## src/core/gpp_pkg.sv

```systemverilog
// constants, types and register map of the general purpose i/o port
package gpp_pkg;
  localparam int unsigned GPP_NPINS = 8;
  localparam int unsigned GPP_AW = 9;

  // register byte offsets
  localparam logic [8:0] GPP_DIR = 9'h000;
  localparam logic [8:0] GPP_DIRSET = 9'h004;
  localparam logic [8:0] GPP_DIRCLR = 9'h008;
  localparam logic [8:0] GPP_DIRTGL = 9'h00C;
  localparam logic [8:0] GPP_OUT = 9'h010;
  localparam logic [8:0] GPP_OUTSET = 9'h014;
  localparam logic [8:0] GPP_OUTCLR = 9'h018;
  localparam logic [8:0] GPP_OUTTGL = 9'h01C;
  localparam logic [8:0] GPP_IN = 9'h020;
  localparam logic [8:0] GPP_INT0MASK = 9'h024;
  localparam logic [8:0] GPP_INT1MASK = 9'h028;
  localparam logic [8:0] GPP_INTFLAGS = 9'h02C;
  localparam logic [8:0] GPP_MPCMASK = 9'h030;
  localparam logic [8:0] GPP_CTRL = 9'h034;
  localparam logic [8:0] GPP_PINCFG0 = 9'h040;
  localparam logic [8:0] GPP_VDIR = 9'h0C0;
  localparam logic [8:0] GPP_VOUT = 9'h0C4;
  localparam logic [8:0] GPP_VIN = 9'h0C8;
  localparam logic [8:0] GPP_VFLAGS = 9'h0CC;
  localparam logic [8:0] GPP_BITWIN = 9'h100;

  // bit window groups
  localparam logic [2:0] GPP_BW_DIR = 3'h0;
  localparam logic [2:0] GPP_BW_OUT = 3'h1;
  localparam logic [2:0] GPP_BW_IN = 3'h2;
  localparam logic [2:0] GPP_BW_FLAGS = 3'h3;

  // ctrl field positions and the pins that clkout and evout drive
  localparam int unsigned GPP_CTRL_INT0LVL = 0;
  localparam int unsigned GPP_CTRL_INT1LVL = 2;
  localparam int unsigned GPP_CTRL_CLKOUT = 4;
  localparam int unsigned GPP_CTRL_EVOUT = 5;
  localparam int unsigned GPP_CLKOUT_PIN = 7;
  localparam int unsigned GPP_EVOUT_PIN = 6;

  // input sense configuration
  localparam logic [1:0] GPP_ISC_BOTH = 2'h0;
  localparam logic [1:0] GPP_ISC_RISE = 2'h1;
  localparam logic [1:0] GPP_ISC_FALL = 2'h2;
  localparam logic [1:0] GPP_ISC_LEVEL = 2'h3;

  // output configuration
  localparam logic [2:0] GPP_OPC_TOTEM = 3'h0;
  localparam logic [2:0] GPP_OPC_KEEPER = 3'h1;
  localparam logic [2:0] GPP_OPC_PULLDN = 3'h2;
  localparam logic [2:0] GPP_OPC_PULLUP = 3'h3;
  localparam logic [2:0] GPP_OPC_WOR = 3'h4;
  localparam logic [2:0] GPP_OPC_WAND = 3'h5;
  localparam logic [2:0] GPP_OPC_WOR_PD = 3'h6;
  localparam logic [2:0] GPP_OPC_WAND_PU = 3'h7;

  // reset values
  localparam logic [7:0] GPP_RST_BYTE = 8'h00;

  // pin configuration: inv at bit 5, opc at 4:2, isc at 1:0
  typedef struct packed {
    logic inv;
    logic [2:0] opc;
    logic [1:0] isc;
  } gpp_cfg_t;

  localparam gpp_cfg_t GPP_RST_CFG = 6'h00;

  typedef struct packed {
    logic [7:0] out;
    logic [7:0] oe;
    logic [7:0] pu;
    logic [7:0] pd;
  } gpp_pad_t;
endpackage

```

## src/core/gpp_port.sv

```systemverilog
// general purpose i/o port: eight pins behind a classic wishbone slave
`timescale 1ns/10ps

module gpp_port
  import gpp_pkg::*;
(
  // clock and reset
  input wire logic i_clk,
  input wire logic i_sys_rst,
  // wishbone slave
  input wire logic i_wb_cyc,
  input wire logic i_wb_stb,
  input wire logic i_wb_we,
  input wire logic [8:0] i_wb_adr,
  input wire logic [3:0] i_wb_sel,
  input wire logic [31:0] i_wb_dat,
  output logic [31:0] o_wb_dat,
  output logic o_wb_ack,
  // pads
  input wire logic [7:0] i_pad_in,
  output gpp_pad_t o_pad,
  // port clock present; low selects asynchronous sensing
  input wire logic i_port_clk_en,
  // alternate functions
  input wire logic [7:0] i_alt_en,
  input wire logic [7:0] i_alt_out,
  input wire logic [7:0] i_alt_oe,
  output logic [7:0] o_alt_in,
  // clock and event sources for pin output
  input wire logic i_clk_src,
  input wire logic i_evch7,
  // interrupt requests and wake-up
  output logic [1:0] o_irq,
  output logic [1:0] o_irq0_lvl,
  output logic [1:0] o_irq1_lvl,
  output logic o_wake
);

  function automatic logic [7:0] rmw(input logic [7:0] cur, input logic [7:0] wd,
                                     input logic [1:0] op);
    logic [7:0] r;
    r = cur;
    unique case (op)
      2'h0: r = wd;
      2'h1: r = cur | wd;
      2'h2: r = cur & ~wd;
      2'h3: r = cur ^ wd;
    endcase
    return r;
  endfunction

  function automatic logic sense_hit(input logic [1:0] isc, input logic cur,
                                     input logic old);
    logic h;
    h = 1'b0;
    unique case (isc)
      GPP_ISC_BOTH: h = cur ^ old;
      GPP_ISC_RISE: h = cur & ~old;
      GPP_ISC_FALL: h = ~cur & old;
      GPP_ISC_LEVEL: h = ~cur;
    endcase
    return h;
  endfunction

  logic [7:0] dir_reg;
  logic [7:0] out_reg;
  logic [7:0] mask0_reg;
  logic [7:0] mask1_reg;
  logic [7:0] mpc_reg;
  logic [7:0] ctrl_reg;
  logic [7:0] flags_reg;
  logic [7:0] flags_next;
  gpp_cfg_t cfg_reg [GPP_NPINS];
  logic [7:0] sync1_reg;
  logic [7:0] sync2_reg;
  logic [7:0] prev_reg;
  logic [7:0] keep_reg;
  logic [7:0] alt_in_reg;
  gpp_pad_t pad_reg;
  gpp_pad_t pad_next;
  logic ack_reg;
  logic [31:0] dat_reg;
  logic [31:0] rdata;

  logic [7:0] inv_vec;
  logic [7:0] sense;
  logic [7:0] evt;
  logic [7:0] wake_hit;
  logic [7:0] clr;
  logic wr;
  logic [7:0] wd;
  logic bw_hit;
  logic [2:0] bw_grp;
  logic [2:0] bw_bit;
  logic [7:0] bw_onehot;
  logic cfg_hit;
  logic [2:0] cfg_idx;

  // one write strobe at the edge the master samples ack
  assign wr = i_wb_cyc & i_wb_stb & i_wb_we & ack_reg & i_wb_sel[0];
  assign wd = i_wb_dat[7:0];
  assign bw_hit = (i_wb_adr[8] == 1'b1) && (i_wb_adr[7] == 1'b0);
  assign bw_grp = {1'b0, i_wb_adr[6:5]};
  assign bw_bit = i_wb_adr[4:2];
  assign bw_onehot = 8'h01 << bw_bit;
  assign cfg_hit = (i_wb_adr[8:5] == GPP_PINCFG0[8:5]);
  assign cfg_idx = i_wb_adr[4:2];

  always_ff @(posedge i_clk) begin
    if (i_sys_rst) begin
      ack_reg <= 1'b0;
    end else begin
      ack_reg <= i_wb_cyc & i_wb_stb & ~ack_reg;
    end
  end

  always_ff @(posedge i_clk) begin
    if (i_sys_rst) begin
      dat_reg <= 32'h00000000;
    end else if (i_wb_cyc & i_wb_stb & ~ack_reg) begin
      dat_reg <= rdata;
    end
  end

  assign o_wb_ack = ack_reg;
  assign o_wb_dat = dat_reg;

  // direction: plain, set/clear/toggle aliases, virtual and bit windows
  always_ff @(posedge i_clk) begin
    if (i_sys_rst) begin
      dir_reg <= GPP_RST_BYTE;
    end else if (wr) begin
      if (i_wb_adr[8:4] == GPP_DIR[8:4]) begin
        dir_reg <= rmw(dir_reg, wd, i_wb_adr[3:2]);
      end else if (i_wb_adr == GPP_VDIR) begin
        dir_reg <= wd;
      end else if (bw_hit && bw_grp == GPP_BW_DIR) begin
        dir_reg <= wd[0] ? (dir_reg | bw_onehot) : (dir_reg & ~bw_onehot);
      end
    end
  end

  always_ff @(posedge i_clk) begin
    if (i_sys_rst) begin
      out_reg <= GPP_RST_BYTE;
    end else if (wr) begin
      if (i_wb_adr[8:4] == GPP_OUT[8:4]) begin
        out_reg <= rmw(out_reg, wd, i_wb_adr[3:2]);
      end else if (i_wb_adr == GPP_VOUT) begin
        out_reg <= wd;
      end else if (bw_hit && bw_grp == GPP_BW_OUT) begin
        out_reg <= wd[0] ? (out_reg | bw_onehot) : (out_reg & ~bw_onehot);
      end
    end
  end

  always_ff @(posedge i_clk) begin
    if (i_sys_rst) begin
      mask0_reg <= GPP_RST_BYTE;
      mask1_reg <= GPP_RST_BYTE;
      ctrl_reg <= GPP_RST_BYTE;
    end else if (wr) begin
      if (i_wb_adr == GPP_INT0MASK) begin
        mask0_reg <= wd;
      end
      if (i_wb_adr == GPP_INT1MASK) begin
        mask1_reg <= wd;
      end
      if (i_wb_adr == GPP_CTRL) begin
        ctrl_reg <= wd;
      end
    end
  end

  // the multi-pin mask is consumed by the next pin config write
  always_ff @(posedge i_clk) begin
    if (i_sys_rst) begin
      mpc_reg <= GPP_RST_BYTE;
    end else if (wr && i_wb_adr == GPP_MPCMASK) begin
      mpc_reg <= wd;
    end else if (wr && cfg_hit) begin
      mpc_reg <= GPP_RST_BYTE;
    end
  end

  always_ff @(posedge i_clk) begin
    if (i_sys_rst) begin
      for (int i = 0; i < GPP_NPINS; i++) begin
        cfg_reg[i] <= GPP_RST_CFG;
      end
    end else if (wr && cfg_hit) begin
      for (int i = 0; i < GPP_NPINS; i++) begin
        if (mpc_reg != GPP_RST_BYTE ? mpc_reg[i] : (cfg_idx == 3'(i))) begin
          cfg_reg[i] <= gpp_cfg_t'(wd[5:0]);
        end
      end
    end
  end

  // sensing: first stage feeds only the second
  always_ff @(posedge i_clk) begin
    if (i_sys_rst) begin
      sync1_reg <= GPP_RST_BYTE;
      sync2_reg <= GPP_RST_BYTE;
    end else begin
      sync1_reg <= i_pad_in;
      sync2_reg <= sync1_reg;
    end
  end

  always_comb begin
    for (int i = 0; i < GPP_NPINS; i++) begin
      inv_vec[i] = cfg_reg[i].inv;
    end
  end

  assign sense = sync2_reg ^ inv_vec;

  always_ff @(posedge i_clk) begin
    if (i_sys_rst) begin
      prev_reg <= GPP_RST_BYTE;
      alt_in_reg <= GPP_RST_BYTE;
      keep_reg <= GPP_RST_BYTE;
    end else begin
      prev_reg <= sense;
      alt_in_reg <= sense;
      keep_reg <= sync2_reg;
    end
  end

  // asynchronous path compares the raw pad with the last sensed value;
  // it only speaks while the port clock is absent
  always_comb begin
    for (int i = 0; i < GPP_NPINS; i++) begin
      evt[i] = i_port_clk_en & sense_hit(cfg_reg[i].isc, sense[i], prev_reg[i]);
      wake_hit[i] = sense_hit(cfg_reg[i].isc, i_pad_in[i] ^ inv_vec[i], prev_reg[i]);
    end
  end

  assign o_wake = ~i_port_clk_en & |(wake_hit & (mask0_reg | mask1_reg));

  // flags clear by writing one; a new event in the same cycle wins
  always_comb begin
    clr = 8'h00;
    if (wr && (i_wb_adr == GPP_INTFLAGS || i_wb_adr == GPP_VFLAGS)) begin
      clr = wd;
    end else if (wr && bw_hit && bw_grp == GPP_BW_FLAGS && wd[0]) begin
      clr = bw_onehot;
    end
    flags_next = (flags_reg & ~clr) | evt;
  end

  always_ff @(posedge i_clk) begin
    if (i_sys_rst) begin
      flags_reg <= GPP_RST_BYTE;
    end else begin
      flags_reg <= flags_next;
    end
  end

  assign o_irq[0] = |(flags_reg & mask0_reg);
  assign o_irq[1] = |(flags_reg & mask1_reg);
  assign o_irq0_lvl = ctrl_reg[GPP_CTRL_INT0LVL +: 2];
  assign o_irq1_lvl = ctrl_reg[GPP_CTRL_INT1LVL +: 2];

  // pad drive; pads are registered, so a clock output lags its source by one cycle
  always_comb begin
    logic src;
    logic v;
    logic d;
    logic [2:0] opc;
    src = 1'b0;
    v = 1'b0;
    d = 1'b0;
    opc = GPP_OPC_TOTEM;
    pad_next = '0;
    for (int i = 0; i < GPP_NPINS; i++) begin
      opc = cfg_reg[i].opc;
      src = out_reg[i];
      d = dir_reg[i];
      if (i == GPP_CLKOUT_PIN && ctrl_reg[GPP_CTRL_CLKOUT]) begin
        src = i_clk_src;
      end
      if (i == GPP_EVOUT_PIN && ctrl_reg[GPP_CTRL_EVOUT]) begin
        src = i_evch7;
      end
      if (i_alt_en[i]) begin
        src = i_alt_out[i];
        d = i_alt_oe[i];
      end
      v = src ^ cfg_reg[i].inv;
      if (opc == GPP_OPC_WAND || opc == GPP_OPC_WAND_PU) begin
        pad_next.oe[i] = d & ~v;
        pad_next.out[i] = 1'b0;
      end else if (opc == GPP_OPC_WOR || opc == GPP_OPC_WOR_PD) begin
        pad_next.oe[i] = d & v;
        pad_next.out[i] = 1'b1;
      end else begin
        pad_next.oe[i] = d;
        pad_next.out[i] = v;
      end
      pad_next.pu[i] = (opc == GPP_OPC_PULLUP) || (opc == GPP_OPC_WAND_PU)
                       || (opc == GPP_OPC_KEEPER && keep_reg[i]);
      pad_next.pd[i] = (opc == GPP_OPC_PULLDN) || (opc == GPP_OPC_WOR_PD)
                       || (opc == GPP_OPC_KEEPER && !keep_reg[i]);
    end
  end

  always_ff @(posedge i_clk) begin
    if (i_sys_rst) begin
      pad_reg <= '0;
    end else begin
      pad_reg <= pad_next;
    end
  end

  assign o_pad = pad_reg;
  assign o_alt_in = alt_in_reg;

  // read mux; unmapped addresses answer with zero
  always_comb begin
    rdata = 32'h00000000;
    if (cfg_hit) begin
      rdata[5:0] = cfg_reg[cfg_idx];
    end else if (bw_hit) begin
      unique case (bw_grp)
        GPP_BW_DIR: rdata[0] = dir_reg[bw_bit];
        GPP_BW_OUT: rdata[0] = out_reg[bw_bit];
        GPP_BW_IN: rdata[0] = sense[bw_bit];
        GPP_BW_FLAGS: rdata[0] = flags_reg[bw_bit];
        default: rdata[0] = 1'b0;
      endcase
    end else begin
      unique case (i_wb_adr)
        GPP_DIR, GPP_DIRSET, GPP_DIRCLR, GPP_DIRTGL, GPP_VDIR: rdata[7:0] = dir_reg;
        GPP_OUT, GPP_OUTSET, GPP_OUTCLR, GPP_OUTTGL, GPP_VOUT: rdata[7:0] = out_reg;
        GPP_IN, GPP_VIN: rdata[7:0] = sense;
        GPP_INT0MASK: rdata[7:0] = mask0_reg;
        GPP_INT1MASK: rdata[7:0] = mask1_reg;
        GPP_INTFLAGS, GPP_VFLAGS: rdata[7:0] = flags_reg;
        GPP_MPCMASK: rdata[7:0] = mpc_reg;
        GPP_CTRL: rdata[7:0] = ctrl_reg;
        default: rdata = 32'h00000000;
      endcase
    end
  end

  logic [7:0] wand_vec;
  logic [7:0] keep_vec;
  logic [7:0] lvl_vec;
  logic [7:0] cfg0_bits;
  always_comb begin
    for (int i = 0; i < GPP_NPINS; i++) begin
      wand_vec[i] = cfg_reg[i].opc == GPP_OPC_WAND || cfg_reg[i].opc == GPP_OPC_WAND_PU;
      keep_vec[i] = cfg_reg[i].opc == GPP_OPC_KEEPER;
      lvl_vec[i] = cfg_reg[i].isc == GPP_ISC_LEVEL;
      cfg0_bits[i] = cfg_reg[i] == gpp_cfg_t'(wd[5:0]);
    end
  end
endmodule

```

## config.mk

```make
export PLATFORM = sky130hd
export DESIGN_NAME = gpp_port
export DESIGN_NICKNAME = d
export VERILOG_FILES = /design/src/core/gpp_pkg.sv /design/src/core/gpp_port.sv
export SDC_FILE = /design/constraint.sdc
export NUM_CORES = 1
export LEC_CHECK = 0
export BUFFER_PORTS_ARGS = -buffer_cell sky130_fd_sc_hd__buf_2
export CORE_ASPECT_RATIO = 0.75
export CORE_MARGIN = 2
export CORE_UTILIZATION = 52
export CTS_CLUSTER_SIZE = 40
export DETAILED_ROUTE_END_ITERATION = 8
export PLACE_DENSITY = 0.87
export SLEW_MARGIN = 10
export SYNTH_ARGS = -nofsm -noshare
export SYNTH_HDL_FRONTEND = slang
export SYNTH_SLANG_ARGS = --single-unit
```

## constraint.sdc

```tcl
create_clock -name i_clk -period 2.2 [get_ports i_clk]
set_input_delay 0.22 -clock i_clk [delete_from_list [all_inputs] [get_ports i_clk]]
set_output_delay 0.22 -clock i_clk [all_outputs]
set_load 0.05 [all_outputs]
```

# After elaboration in Yosys (flattened, before gate mapping)
# Memories as Yosys holds them, arrays and structs flattened.
# Cells that the tools add are included.
# op_classes
order_cmp	1
eq_ne	112
shifts	1
muxes	136
n_bitwise	157
reduce_logical	119
# ops
cell	count
$eq A3 B3 Y1 const B	36
$mux W8	12
$mux W1	89
$pmux W1 S4	17
$and A8 B8 Y8	8
$pmux W8 S4	2
$pmux W8 S8	1
$and A1 B1 Y1	62
$eq A3 B2 Y1 const B	18
$eq A9 B6 Y1 const B	6
$mux W6	9
$logic_or A1 B1 Y1	49
$or A8 B8 Y8	6
$eq A2 B2 Y1 const B	20
$eq A9 B5 Y1 const B	4
$eq A9 B8 Y1 const B	4
$not A1 Y1	35
$xor A1 B1 Y1	32
$eq A3 B1 Y1 const B	9
$mux W26	1
$logic_and A1 B1 Y1	25
$not A8 Y8	3
$reduce_or A8 Y1	3
$xor A8 B8 Y8	3
other kinds (21)	72
# totals
ff_bits	153
mem_bits_rw	48
input_bits	85
output_inout_bits	80
memories	1
# mem_list
name	depth	word_bits	rd	rd_ports_with_merged_regs	write_ports	line_no	source
cfg_reg	8	6	9	0	8	gpp_port.sv:73	gpp_cfg_t cfg_reg [GPP_NPINS];

# Longest topological paths before layout
# logic_depth
ltp_word	12
ltp_mapped	10
ltp_nobuf	9

# Worst setup path after synthesis
# Ideal clock, no wire load.
# synth_path
kind	register -> output
from	reg o_alt_in[1] (netlist name)
to	out o_wake
arrival_ps	2240
path_slack_ps	-260
stages_incl_launch_ff	8
path_buffers	0
cell_sequence	dfxtp_1 -> inv_1 -> ha_1 -> o21ai_0 -> o22ai_1 -> a21oi_1 -> nor4_1 -> a21oi_1
# synth_rtl
element	line_no	source
to (decl)	gpp_port.sv:36	output logic o_wake

==> results.txt <==
Sequential cells were found to cover 37.4% of the synthesized design area. The port buffer count came out at 113. Counting instances in the post-synthesis netlist gives the leading cell types as 129 x sky130_fd_sc_hd__dfxtp_1, 120 x sky130_fd_sc_hd__nor2_1, 89 x sky130_fd_sc_hd__inv_1, 88 x sky130_fd_sc_hd__nand2_1, 77 x sky130_fd_sc_hd__mux2i_1. The area taken by flip-flops and latches came out at 4030 um^2.

In this run the mean area of a mapped cell was 9.28 um^2. The number of clock buffers added by TritonCTS is 17. The DRC violation count after routing is 0. Of all nets on the critical path, the largest fanout is 3.

The number of global-route vias before repair was 9797. The final core utilization came out at 65.7%. Yosys instantiated no cell more often than sky130_fd_sc_hd__dfxtp_1. The wire length of the first global-routing pass is 58000 um.

The prevailing post-synth register cell is sky130_fd_sc_hd__dfxtp_1. The share of flip-flops with an asynchronous set or reset is 0%. The TritonCTS sink count is 177. For the final routed database, the setup TNS stands at -0.398 ns. The number of design-rule violations left by the first detailed-router iteration came out at 1808. The number of cells produced by synthesis is 1159. The standard-cell row count is 45. The number of antenna violations at the first check in global routing is 0. The layout has 1562 filler cells. STA puts the critical path data arrival time at 2.38 ns. Summed over its instances, the top area cell type makes up 24.0% of the synthesized netlist area. The synthesis-to-finish area growth came out at 23.8%. The clock reaches the later pin of the worst-skew pair after 0.45 ns. The warning count from the yosys run came out at 0. Summed over all instances, the cell type with the most area after synthesis is sky130_fd_sc_hd__dfxtp_1.

The clock-pin slew of the registers on the worst-case setup and hold paths came out at 0.08 ns. The data required time of the worst path came out at 1.98 ns. Global routing used 36.1% of the available tracks.

The share of final-layout standard cells stronger than drive strength 1 came out at 27.2%. The die area came out at 21900 um^2. The H-tree was split into 4 levels. The total number of vias is 10300. The chip height came out at 129 um. The initial standard-cell utilization of the core is 53.0%.

The wire length reported by the detailed router came out at 39200 um. The area of the multi-input gates came out at 6090 um^2. The kind of start point of the critical path is a flop. Setup repair after global routing could not meet its margin everywhere. Between clock sinks in the finished design, the worst skew comes to 0.0141 ns.

The final number of max-transition violations came out at 0. The final critical-path required period is 2.60 ns. Detailed placement ended at an HPWL of 30100 um. For the pin with the worst max-slew slack, the measured transition is 0.541 ns. After global routing the overflow that remains totals 0. The number of placed instances, taps included, is 1614. The worst setup path is captured at an output port.

Entering global routing, the biggest net connects 45 pins. The number of endpoints failing setup at the final stage came out at 1. The maximum VDD drop is 408 uV. The first-pass detailed-route iteration total is 6. Dividing the final minimum period by the clock period gives 118%.

The run finished, with violations left. TritonCTS built the clock tree. Static timing analysis puts the maximum clock frequency at 0.385 GHz. Ranked by total cell area, the synthesized netlist is headed by sky130_fd_sc_hd__dfxtp_1 24%, sky130_fd_sc_hd__edfxtp_1 13%, sky130_fd_sc_hd__ha_1 7.4%. The final hold violation count came out at 0. The antenna violation net count after detailed routing came out at 0. The power density over the cells came out at 619 nW/um^2. The horizontal die dimension is 170 um. The worst hold path class is in -> reg.

The startpoint-to-endpoint class of the critical path is reg -> out. The final routed wire length divided by cell count is 23.8 um. The core region is 20300 um^2. The checks that failed: setup timing. The number of flip-flops under the largest register name is 48. At the end of the flow, the number of nets in the layout was 1529. The worst slew margin relative to its limit came out at 63.4%. In this run the clock root is driven by a sky130_fd_sc_hd__clkbuf_16. In this run the static leakage power is 5.84 nW. The area of the mapped netlist came out at 10800 um^2. Routability-driven placement finished with a final weighted congestion of 1.05. 165 I/O pins were placed. The number of maximum-capacitance constraint violations is 0. The number of different library cells used by synthesis comes to 74. The number of standard cells in the layout, taps in and fillers out is 1651.

The repair_antennas step left the layout with diodes totalling 0. The via-per-instance ratio came out at 6.24. The flop and latch count out of synthesis came out at 177.

The clock tree buffer depth is 2. The number of enable-type register cells in the synthesized netlist is 48. The final worst slack is -0.398 ns.
critical path: stages, from the launching register on:
cell and delay, ns:
sky130_fd_sc_hd__edfxtp_1 0.47, sky130_fd_sc_hd__xor2_2 0.26, sky130_fd_sc_hd__ha_1 0.27, sky130_fd_sc_hd__mux2i_1 0.14, sky130_fd_sc_hd__o22ai_1 0.10, sky130_fd_sc_hd__a21oi_1 0.17, sky130_fd_sc_hd__nor4_2 0.07, sky130_fd_sc_hd__buf_4 0.14
sky130_fd_sc_hd__a21oi_2 0.15, sky130_fd_sc_hd__buf_6 0.18
final cells by class:
type                            instances  area share, %
Timing Repair Buffer                  274           14.4
Tap cell                              258           2.42
Inverter                               90           2.54
Clock inverter                         15           1.46
Sequential cell                       177           30.2
Clock buffer                           17           3.19
Multi-Input combinational cell        820           45.8
power breakdown:
part / leakage, nW / internal, W / switching (W)
Sequential: 1.54 / 0.00345 / 0.000100
Clock: 0.301 / 0.00157 / 0.00160
Combinational: 4.00 / 0.000559 / 0.000954
Total: 5.84 / 0.00558 / 0.00266
worst paths after layout:
check | from | depth (start not counted) | to | slack [ns]
max | cfg_reg[0][5] | 9 | o_wake | -0.40
min | i_pad_in[6] | 2 | sync1_reg[6] | 0.03
max reg2reg | cfg_reg[5][5] | 9 | flags_reg[5] | 0.03
min reg2reg | sync1_reg[3] | 1 | sync2_reg[3] | 0.45
cells in the final DEF (no fill, tap or decap), types with 20 or more instances in the layout:
cell type | Yosys | layout
sky130_fd_sc_hd__buf_4 | 32 | 150
sky130_fd_sc_hd__dfxtp_1 | 129 | 128
sky130_fd_sc_hd__nor2_1 | 120 | 120
sky130_fd_sc_hd__buf_2 | 20 | 111
sky130_fd_sc_hd__inv_1 | 89 | 89
sky130_fd_sc_hd__nand2_1 | 88 | 88
sky130_fd_sc_hd__mux2i_1 | 77 | 77
sky130_fd_sc_hd__a21oi_1 | 70 | 66
sky130_fd_sc_hd__ha_1 | 64 | 63
sky130_fd_sc_hd__edfxtp_1 | 48 | 48
sky130_fd_sc_hd__o21ai_0 | 44 | 42
sky130_fd_sc_hd__mux4_2 | 32 | 32
sky130_fd_sc_hd__a22oi_1 | 31 | 31
sky130_fd_sc_hd__nor2b_1 | 30 | 30
sky130_fd_sc_hd__conb_1 | 1 | 24
sky130_fd_sc_hd__a211oi_1 | 23 | 23
sky130_fd_sc_hd__nand3_1 | 20 | 20
layer usage:
metal | vias to the layer above | global-route usage [%] | part of all wire [%] | routed length (um)
met4 | 0 | 12.0 | 3.1 | 1230
met5 | - | 0 | 0 | 0
met1 | 4927 | 48.9 | 38 | 15100
met2 | 760 | 55.1 | 44 | 17200
met3 | 119 | 11.5 | 15 | 5700
li1 | 4502 | - | - | -
stage by stage:
step / hold WS [ns] / area [um^2] / total power, W / worst slack (ns)
6_report: 0.0293 / 13300 / 0.00824 / -0.398
5_1_grt: 0.0254 / 13300 / 0.00846 / -0.526
4_1_cts: 0.0222 / 13200 / 0.00817 / -0.374
3_5_place_dp: 0.425 / 12500 / 0.00504 / -0.0775
3_3_place_gp: 0.416 / 12500 / 0.00499 / 0.0135
2_1_floorplan: 0.348 / 10800 / 0.00449 / 0.0258
cells by family after synthesis:
logic type / count (synthesis) / share of synthesized area, %
muxes: 113 / 14.3
DFF: 177 / 37.4
adders and majority gates: 64 / 7.45
other: 1 / 0.0349
and+or+nand+nor: 350 / 15.7
AOI/OAI and AO/OA: 237 / 14.6
buffers and inverters: 185 / 7.96
xor gates and xnor gates: 32 / 2.61
what timing repair did:
action,4_1_cts,5_1_grt
hold endpoints to repair,0,0
gates cloned,0,0
hold buffers,0,0
gates resized for setup,10,15
endpoints found under the setup margin,1,4
buffers inserted,4,2
pin swaps,6,9
Note: power is estimated with default switching activity, not from simulation.
